## config.mk

```make
export PLATFORM = sky130hd
export DESIGN_NAME = acc_cfg_cal_regs
export DESIGN_NICKNAME = d
export VERILOG_FILES = /design/src/logic/acc_pkg.sv /design/src/logic/acc_cfg_if.sv /design/src/logic/acc_chan_cfg.sv /design/src/logic/acc_cfg_cal_regs.sv
export SDC_FILE = /design/constraint.sdc
export NUM_CORES = 1
export LEC_CHECK = 0
export ABC_AREA = 1
export BUFFER_PORTS_ARGS = -buffer_cell sky130_fd_sc_hd__buf_2
export CAP_MARGIN = 20
export CORE_AREA = 2 2 120 98
export DETAILED_ROUTE_END_ITERATION = 12
export DIE_AREA = 0 0 122 100
export HOLD_SLACK_MARGIN = 0.15
export PLACE_DENSITY = 0.71
export SYNTH_ARGS = -nofsm -noshare
export SYNTH_HDL_FRONTEND = slang
export SYNTH_HIERARCHICAL = 1
export SYNTH_SLANG_ARGS = --single-unit
```

## constraint.sdc

```tcl
create_clock -name pclk -period 3 [get_ports pclk]
set_clock_uncertainty 0.1 [all_clocks]
set_input_delay 0.45 -clock pclk [delete_from_list [all_inputs] [get_ports pclk]]
set_output_delay 0.45 -clock pclk [all_outputs]
set_load 0.02 [all_outputs]
```

## src/logic/acc_pkg.sv

```systemverilog
`default_nettype none
package acc_pkg;
	// Geometry of the bank
	localparam int ACC_NUM_CH = 2;
	localparam int ACC_REG_W  = 16;
	localparam int ACC_ADDR_W = 8;
	localparam int ACC_DATA_W = 32;
	localparam int ACC_PH_W   = 10;
	localparam int ACC_CAL_W  = 24;

	// Register indices; byte address is four times the index
	localparam logic [5:0] ACC_IDX_CHAN0_CONFIG  = 6'h09;
	localparam logic [5:0] ACC_IDX_OCAL_HI  = 6'h0a;
	localparam logic [5:0] ACC_IDX_OCAL_LO  = 6'h0b;
	localparam logic [5:0] ACC_IDX_GCAL_HI  = 6'h0c;
	localparam logic [5:0] ACC_IDX_GCAL_LO  = 6'h0d;
	localparam logic [5:0] ACC_IDX_CHAN1_CONFIG  = 6'h0e;

	// Field positions inside a channel configuration word and a calibration lower word
	localparam int ACC_PHASE_LSB = 6;
	localparam int ACC_PHASE_MSB = 15;
	localparam int ACC_RSVD_LSB  = 3;
	localparam int ACC_RSVD_MSB  = 5;
	localparam int ACC_HPF_BIT   = 2;
	localparam int ACC_SEL_LSB   = 0;
	localparam int ACC_SEL_MSB   = 1;
	localparam int ACC_CAL_LO_LSB = 8;

	// Reset values
	localparam logic [15:0] ACC_CFG_RST     = 16'h0000;
	localparam logic [15:0] ACC_OCAL_HI_RST = 16'h0000;
	localparam logic [15:0] ACC_OCAL_LO_RST = 16'h0000;
	localparam logic [15:0] ACC_GCAL_HI_RST = 16'h8000;
	localparam logic [15:0] ACC_GCAL_LO_RST = 16'h0000;

	// Writable bits; everything else is read-only zero
	localparam logic [15:0] ACC_CFG_WMASK    = 16'hffc7;
	localparam logic [15:0] ACC_FULL_WMASK   = 16'hffff;
	localparam logic [15:0] ACC_CAL_LO_WMASK = 16'hff00;

	// Converter input choice
	typedef enum logic [1:0] {
		ACC_SEL_PINS     = 2'b00,
		ACC_SEL_SHORT    = 2'b01,
		ACC_SEL_POS_TEST = 2'b10,
		ACC_SEL_NEG_TEST = 2'b11
	} acc_input_sel_type;

	// Byte-lane merge of a write into a stored word
	function automatic logic [15:0] acc_merge(
		input logic [15:0] old_val,
		input logic [15:0] new_val,
		input logic [1:0]  be,
		input logic [15:0] wmask
	);
		logic [15:0] m;
		m = {{8{be[1]}}, {8{be[0]}}} & wmask;
		return (old_val & ~m) | (new_val & m);
	endfunction
endpackage
`default_nettype wire

```

## src/logic/acc_cfg_if.sv

```systemverilog
`timescale 1ns/1ns
`default_nettype none
// Write strobe and readback between the bus decode and one channel's config word
interface acc_cfg_if;
	logic                         wr_en;
	logic [acc_pkg::ACC_REG_W-1:0] wdata;
	logic [1:0]                   be;
	logic [acc_pkg::ACC_REG_W-1:0] rdata;
	modport bank (output wr_en, output wdata, output be, input rdata);
	modport cfg  (input wr_en, input wdata, input be, output rdata);
endinterface
`default_nettype wire

```

## src/logic/acc_chan_cfg.sv

```systemverilog
`timescale 1ns/1ns
`default_nettype none
module acc_chan_cfg (
	input  wire logic                         pclk,
	input  wire logic                         presetn,
	acc_cfg_if.cfg                            bus,
	output logic [acc_pkg::ACC_PH_W-1:0]      phase_delay,
	output logic                              hpf_bypass,
	output var acc_pkg::acc_input_sel_type    input_select
);
	logic [15:0] cfg_q;
	logic [15:0] cfg_d;

	// Reserved bits are masked off so they can never hold a one
	assign cfg_d = bus.wr_en ? acc_pkg::acc_merge(cfg_q, bus.wdata, bus.be, acc_pkg::ACC_CFG_WMASK) : cfg_q;

	// Config word, zero after reset
	always_ff @(posedge pclk or negedge presetn) begin
		if (!presetn) begin
			cfg_q <= acc_pkg::ACC_CFG_RST;
		end else begin
			cfg_q <= cfg_d;
		end
	end

	// Field outputs straight from the stored word
	assign phase_delay  = cfg_q[acc_pkg::ACC_PHASE_MSB:acc_pkg::ACC_PHASE_LSB];
	assign hpf_bypass   = cfg_q[acc_pkg::ACC_HPF_BIT];
	assign input_select = acc_pkg::acc_input_sel_type'(cfg_q[acc_pkg::ACC_SEL_MSB:acc_pkg::ACC_SEL_LSB]);
	assign bus.rdata    = cfg_q;
endmodule
`default_nettype wire

```

## src/logic/acc_cfg_cal_regs.sv

```systemverilog
// Chosen here: the APB register port.
`timescale 1ns/1ns
`default_nettype none
// How it works
// - Each channel config holds a ten-bit signed phase delay in bits 15:6, reset zero.
// - Config bit 2 set bypasses that channel's DC block; clear follows the global corner.
// - Config bits 1:0 pick pins, shorted inputs, positive or negative test signal.
// - Offset is 24 bits: upper word gives bits 23:8, lower word bits 15:8 give bits 7:0; low byte reads zero.
// - Gain splits likewise; upper resets to 8000h, lower to zero.
// - Channel 0 offset upper, offset lower, gain upper, gain lower sit at indices Ah to Dh.
// - Channel 1 config at Eh has the same fields; its bits 5:3 read zero.
module acc_cfg_cal_regs (
	input  wire logic                            pclk,
	input  wire logic                            presetn,
	input  wire logic                            psel,
	input  wire logic                            penable,
	input  wire logic                            pwrite,
	input  wire logic [acc_pkg::ACC_ADDR_W-1:0]  paddr,
	input  wire logic [acc_pkg::ACC_DATA_W-1:0]  pwdata,
	input  wire logic [3:0]                      pstrb,
	output logic [acc_pkg::ACC_DATA_W-1:0]       prdata,
	output logic                                 pready,
	output logic                                 pslverr,
	output logic [acc_pkg::ACC_PH_W-1:0]         chan0_phase_delay,
	output logic                                 chan0_hpf_bypass,
	output logic [1:0]                           chan0_input_select,
	output logic [acc_pkg::ACC_PH_W-1:0]         chan1_phase_delay,
	output logic                                 chan1_hpf_bypass,
	output logic [1:0]                           chan1_input_select,
	output logic [acc_pkg::ACC_CAL_W-1:0]        chan0_offset_cal,
	output logic [acc_pkg::ACC_CAL_W-1:0]        chan0_gain_cal
);
	localparam int NCH = acc_pkg::ACC_NUM_CH;

	// Bus phases
	logic setup;
	logic access;
	logic wr;
	logic any_hit;
	logic [1:0] be;
	logic [15:0] wdata16;

	// Address hits
	logic hit_ocal_hi;
	logic hit_ocal_lo;
	logic hit_gcal_hi;
	logic hit_gcal_lo;
	logic [NCH-1:0] hit_cfg;

	// Calibration words
	logic [15:0] ocal_hi_q;
	logic [15:0] ocal_hi_d;
	logic [15:0] ocal_lo_q;
	logic [15:0] ocal_lo_d;
	logic [15:0] gcal_hi_q;
	logic [15:0] gcal_hi_d;
	logic [15:0] gcal_lo_q;
	logic [15:0] gcal_lo_d;

	// Readback
	logic [15:0] ocal_lo_rd;
	logic [15:0] gcal_lo_rd;
	logic [15:0] rd_val;
	logic [31:0] prdata_q;
	logic [31:0] prdata_d;
	logic        pslverr_q;
	logic        pslverr_d;

	// Per-channel config paths
	logic [15:0]             cfg_rd [NCH];
	logic [acc_pkg::ACC_PH_W-1:0] phase_w [NCH];
	logic                    hpf_w [NCH];
	acc_pkg::acc_input_sel_type sel_w [NCH];

	acc_cfg_if cfg_bus [NCH] ();

	// Phase decode; zero wait states, so every access phase completes at once
	assign setup   = psel & ~penable;
	assign access  = psel & penable;
	assign pready  = 1'b1;
	assign be      = pstrb[1:0];
	assign wdata16 = pwdata[15:0];
	assign wr      = access & pwrite & any_hit;

	// Full-address compare also rejects misaligned addresses
	assign hit_ocal_hi = paddr == {acc_pkg::ACC_IDX_OCAL_HI, 2'b00};
	assign hit_ocal_lo = paddr == {acc_pkg::ACC_IDX_OCAL_LO, 2'b00};
	assign hit_gcal_hi = paddr == {acc_pkg::ACC_IDX_GCAL_HI, 2'b00};
	assign hit_gcal_lo = paddr == {acc_pkg::ACC_IDX_GCAL_LO, 2'b00};
	assign hit_cfg[0]  = paddr == {acc_pkg::ACC_IDX_CHAN0_CONFIG, 2'b00};
	assign hit_cfg[1]  = paddr == {acc_pkg::ACC_IDX_CHAN1_CONFIG, 2'b00};
	assign any_hit     = hit_ocal_hi | hit_ocal_lo | hit_gcal_hi | hit_gcal_lo | (|hit_cfg);

	// One config slice per channel; both share the same layout
	generate
		for (genvar i = 0; i < NCH; i++) begin : g_ch
			assign cfg_bus[i].wr_en = wr & hit_cfg[i];
			assign cfg_bus[i].wdata = wdata16;
			assign cfg_bus[i].be    = be;
			assign cfg_rd[i]        = cfg_bus[i].rdata;

			acc_chan_cfg u_cfg (
				.pclk         (pclk),
				.presetn      (presetn),
				.bus          (cfg_bus[i]),
				.phase_delay  (phase_w[i]),
				.hpf_bypass   (hpf_w[i]),
				.input_select (sel_w[i])
			);
		end
	endgenerate

	// Channel outputs
	assign chan0_phase_delay  = phase_w[0];
	assign chan0_hpf_bypass   = hpf_w[0];
	assign chan0_input_select = sel_w[0];
	assign chan1_phase_delay  = phase_w[1];
	assign chan1_hpf_bypass   = hpf_w[1];
	assign chan1_input_select = sel_w[1];

	// Next values of the calibration words; low words keep their low byte at zero
	assign ocal_hi_d = (wr & hit_ocal_hi) ? acc_pkg::acc_merge(ocal_hi_q, wdata16, be, acc_pkg::ACC_FULL_WMASK) : ocal_hi_q;
	assign ocal_lo_d = (wr & hit_ocal_lo) ? acc_pkg::acc_merge(ocal_lo_q, wdata16, be, acc_pkg::ACC_CAL_LO_WMASK) : ocal_lo_q;
	assign gcal_hi_d = (wr & hit_gcal_hi) ? acc_pkg::acc_merge(gcal_hi_q, wdata16, be, acc_pkg::ACC_FULL_WMASK) : gcal_hi_q;
	assign gcal_lo_d = (wr & hit_gcal_lo) ? acc_pkg::acc_merge(gcal_lo_q, wdata16, be, acc_pkg::ACC_CAL_LO_WMASK) : gcal_lo_q;

	// Offset calibration pair
	always_ff @(posedge pclk or negedge presetn) begin
		if (!presetn) begin
			ocal_hi_q <= acc_pkg::ACC_OCAL_HI_RST;
			ocal_lo_q <= acc_pkg::ACC_OCAL_LO_RST;
		end else begin
			ocal_hi_q <= ocal_hi_d;
			ocal_lo_q <= ocal_lo_d;
		end
	end

	// Gain calibration pair; unity-like reset word has only its top bit set
	always_ff @(posedge pclk or negedge presetn) begin
		if (!presetn) begin
			gcal_hi_q <= acc_pkg::ACC_GCAL_HI_RST;
			gcal_lo_q <= acc_pkg::ACC_GCAL_LO_RST;
		end else begin
			gcal_hi_q <= gcal_hi_d;
			gcal_lo_q <= gcal_lo_d;
		end
	end

	// Assembled 24-bit words for the datapath
	assign chan0_offset_cal = {ocal_hi_q, ocal_lo_q[15:acc_pkg::ACC_CAL_LO_LSB]};
	assign chan0_gain_cal   = {gcal_hi_q, gcal_lo_q[15:acc_pkg::ACC_CAL_LO_LSB]};

	// Low byte forced to zero on read, independent of storage
	assign ocal_lo_rd = {ocal_lo_q[15:8], 8'h00};
	assign gcal_lo_rd = {gcal_lo_q[15:8], 8'h00};

	// AND-OR read select; an unmapped address reads zero
	assign rd_val = ({16{hit_ocal_hi}} & ocal_hi_q)
		| ({16{hit_ocal_lo}} & ocal_lo_rd)
		| ({16{hit_gcal_hi}} & gcal_hi_q)
		| ({16{hit_gcal_lo}} & gcal_lo_rd)
		| ({16{hit_cfg[0]}} & cfg_rd[0])
		| ({16{hit_cfg[1]}} & cfg_rd[1]);

	// Read data is captured in setup so the access phase shows a flop output
	assign prdata_d  = (setup & ~pwrite) ? {16'h0000, rd_val} : prdata_q;
	assign pslverr_d = setup ? ~any_hit : pslverr_q;

	// Response registers
	always_ff @(posedge pclk or negedge presetn) begin
		if (!presetn) begin
			prdata_q  <= 32'h0000_0000;
			pslverr_q <= 1'b0;
		end else begin
			prdata_q  <= prdata_d;
			pslverr_q <= pslverr_d;
		end
	end

	// Error only shown during the access phase it belongs to
	assign prdata  = prdata_q;
	assign pslverr = pslverr_q & access;

	// Records whether the gain words have ever been written since reset
	logic gain_touched_q;
	always_ff @(posedge pclk or negedge presetn) begin
		if (!presetn) begin
			gain_touched_q <= 1'b0;
		end else if (wr & (hit_gcal_hi | hit_gcal_lo)) begin
			gain_touched_q <= 1'b1;
		end
	end
endmodule
`default_nettype wire

```

## Word level (Yosys, flattened, before mapping)

Index checks and enable logic that the tools add are counted.

- Equality and inequality tests: 6
- Bitwise logic cells: 48
- Reduce and logical (&&, ||, !) cells: 1

Operator list:

| kind | number |
|---|---|
| AND 16 bit | 15 |
| OR 16 bit | 11 |
| equality test 8 x 6 -> 1 bit, second input constant | 6 |
| inverter 16 bit | 3 |
| AND 1 bit | 12 |
| OR 1 bit | 4 |
| inverter 1 bit | 3 |
| OR reduction 2 bit | 1 |

- Register bits after elaboration: 113
- Input bits: 49
- Output and inout port bits: 108
- Logic and storage cells: 63

## Depth between registers and ports, before layout

- Word-level depth: 7
- Depth in mapped cells: 13
- Depth with buffers taken out: 12

## Cells and area by module

Netlist, hierarchy kept.

By module, submodules not included:

| module | times used | cells each | area an instance (sq um) | sequential area each (sq um) |
|---|---|---|---|---|
| acc_cfg_cal_regs | 1 | 494 | 3584.7 | 1627.8 |
| acc_chan_cfg | 2 | 73 | 638.1 | 325.3 |

## Least setup slack after synthesis

Ideal clock, no wire load.

- Path kind: input port to flip-flop
- Start point: input port paddr[6] (netlist bit)
- End point: register with a tool-made name
- Library setup time: 117 ps
- Arrival: 1833 ps
- Required time: 2783 ps
- Slack: 949 ps
- Stages on the path: 13
- Buffers on the path: 1
- Path through: inv_1 > nand2_1 > nor2_1 > nand2_1 > nand3_1 > nor2_1 > nor2_1 > buf_2 > inv_1 > nor2_1 > nand2_1 > nand2_1 > nand2_1

RTL lines:

| element | RTL line | RTL |
|---|---|---|
| start, declared | acc_cfg_cal_regs.sv:18 | `input wire logic [acc_pkg::ACC_ADDR_W-1:0] paddr,` |

==> run metrics <==
status=finished clean; die footprint=0.0122 mm2; clk sinks=91; Initial Util=43.5%; worst reg2reg path endpoint=prdata[10]; leading post-synthesis cells by cell area=dfrtp_1, nand2_1, buf_4, nand3_1, nand4_1; Final Power=2.59 mW; R2R Setup Slk=1810 ps; worst slew pin tran=600 ps; I/O pins=157; # resized after CTS=0; Yosys top cell area share=46.3%; VDD IR max=0.284 mV; layout cell share with drive strength beyond 1=21.6%; largest net degree at the start of global routing=49; Seq cells post-synth=91; max-slew violations=0; DR iter-0 viols=391; fin crit share=72.6%; Worst-path clk slew=60 ps; final setup vio count=0; register area share after synthesis=46.9%; Mapped Area=0.00486 mm2; row cnt=35; Max Clk Rate=459 MHz; top_reg_cell synth=dfrtp_1; FFs w/ async S/R, synth=100%; core area=0.0112 mm2; CP most frequent cell=nand2_1; crit path max fanout=8; Chip Height=100 um; critical path launch point type=input port; CTS Buf Count=9; CTS tree=done; Remaining DRCs=0; HP Start=pwdata[6]; PwrDens=458 mW/mm2; Tot GR Track Use=24.7%; number of synthesized flops with an enable pin=0; Crit-path slowest cell=nor2_1; antenna violations before repair=0; root buffer cell=clkbuf_16; DRT Pass-1 Iters=5; wire length per cell=16.4 um; RSZ-0062 raised after global routing=false; min cycle time layout=2180 ps; Reg2Reg Depth=4; Fin. Hold Viols=0; slowest stage delay, CP=430 ps; Min-Delay Path Depth=3; Syn-to-layout area delta=16.4%; via/cell ratio=5.17; Worst EP required=3120 ps; YS warnings=6; Cells after Synth=640; setup_tns=0 ps; vias in the first global route=4455; GP Congestion=0.962; die width=122 um; first-pass GRT wire length=23200 um; clk_lat worst skew=340 ps; CP Buf/Inv Count=3; nets=785; Inserted Diodes=0; syn avg cell area=7.60 um2; largest area contributor in the netlist=dfrtp_1; Yosys cell types=25; CP Class=in -> reg; GRT overflow=0; Setup crit end kind=flip-flop; WP data arrival=2300 ps; DRT Wirelength=14600 um; Leak=3.25 nW; DP HPWL=10300 um; port bufs=121; vias=4593; max cap viols=0; cells along the critical path=buf_2 > inv_1 > nand2_1 > nor2_1 > nand2_1 > nand3_1 > nor2_1 > nor2_2 > inv_1 > nor2_1 > nand2_1 > nand2_1 > nand2_1; Max Buffers Root-to-Sink=2; CP top delay family=simple AND/OR/NAND/NOR gates; H-tree levels=3; Worst Hold Class=in -> reg; slew margin rel.=60.0%; ANT nets after route=0
[area by class of cell]
| type | count | area [um2] |
|---|---|---|
| fill | 1095 | 5510 |
| sequential | 91 | 2280 |
| multi-input combinational | 435 | 1940 |
| timing repair buffer | 138 | 751 |
| clock buffer | 13 | 270 |
| inverter | 61 | 229 |
| tap | 148 | 185 |
| clock inverter | 2 | 10.0 |
[power by group]
group	leakage (nW)	switching (mW)	internal, mW
sequential	1.16	0.0163	1.26
combinational	1.96	0.169	0.0730
clock	0.141	0.454	0.623
total	3.25	0.639	1.95
[through the flow]
step / util (%) / cell area, um2 / instances / worst slack, ps / hold WS, ps
floorplan: - / 4930 / 659 / 949 / 54.4
global route: 50.7 / 5660 / 888 / 591 / 304
CTS: 50.7 / 5660 / 888 / 887 / 279
global placement: 48.1 / 5370 / 872 / 621 / 361
finish: 50.7 / 5660 / 888 / 823 / 292
detailed placement: 48.1 / 5370 / 872 / 547 / 365
[cell families (layout without fill, tap and decap cells)]
family	Yosys count	after routing	synth area share, %
AND/OR/NAND/NOR	370	370	32.5
buffers and inverters	133	214	14.8
flip-flops	91	91	46.9
AO/OA/AOI/OAI	42	42	5.53
other	4	23	0.309
[cells in the mapped netlist (all sizes together) (7+ instances only)]
cell type    n
nand4       38
clkbuf      10
nor2        30
a2bb2oi      7
o21ai        9
nand3       49
dfrtp       90
nand2      245
buf         62
a21oi       16
inv         60
[tightest hold or removal path, delay by kind of cell]
family / cells / cell delay (ps)
AND/OR/NAND/NOR: 2 / 130
buffers and inverters: 1 / 110
[worst max path at each step]
stage                         from        end  slack [ps]  cells past startpoint
after global routing      paddr[4]  flip-flop         590                     13
after CTS                 paddr[6]  flip-flop         890                     13
final                     paddr[6]  flip-flop         820                     13
after detailed placement  paddr[6]  flip-flop         550                     13
after floorplan           paddr[6]  flip-flop         950                     13
after global placement    paddr[1]  flip-flop         620                     11
[what timing repair did]
| item | 4_1_cts | 5_1_grt |
|---|---|---|
| setup buffers | 0 | 0 |
| hold endpoints to repair | 43 | 0 |
| hold buffers | 1 | 0 |
[metal layers]
layer | global-route usage, % | vias up | routed length [um]
met1 | 35.4 | 2159 | 6390
met5 | 0 | - | 0
met4 | 10.7 | 0 | 376
li1 | - | 2160 | -
met2 | 36.1 | 244 | 6450
met3 | 5.23 | 30 | 1370
[cell usage in the layout (no fill, tap or decap), drive strengths merged]
cell type / n
and3: 4
inv: 60
clkbuf: 13
o2111ai: 4
clkinv: 3
o21ai: 9
nand4: 38
nor2: 30
nand3: 49
buf: 137
a21boi: 3
nor3: 1
nand2: 245
a2bb2oi: 7
dfrtp: 90
o211ai: 1
dlygate4sd3: 1
or2: 3
a21oi: 16
o22a: 2
dfstp: 1
conb: 23
No activity file was read; power rests on OpenSTA's default activity.
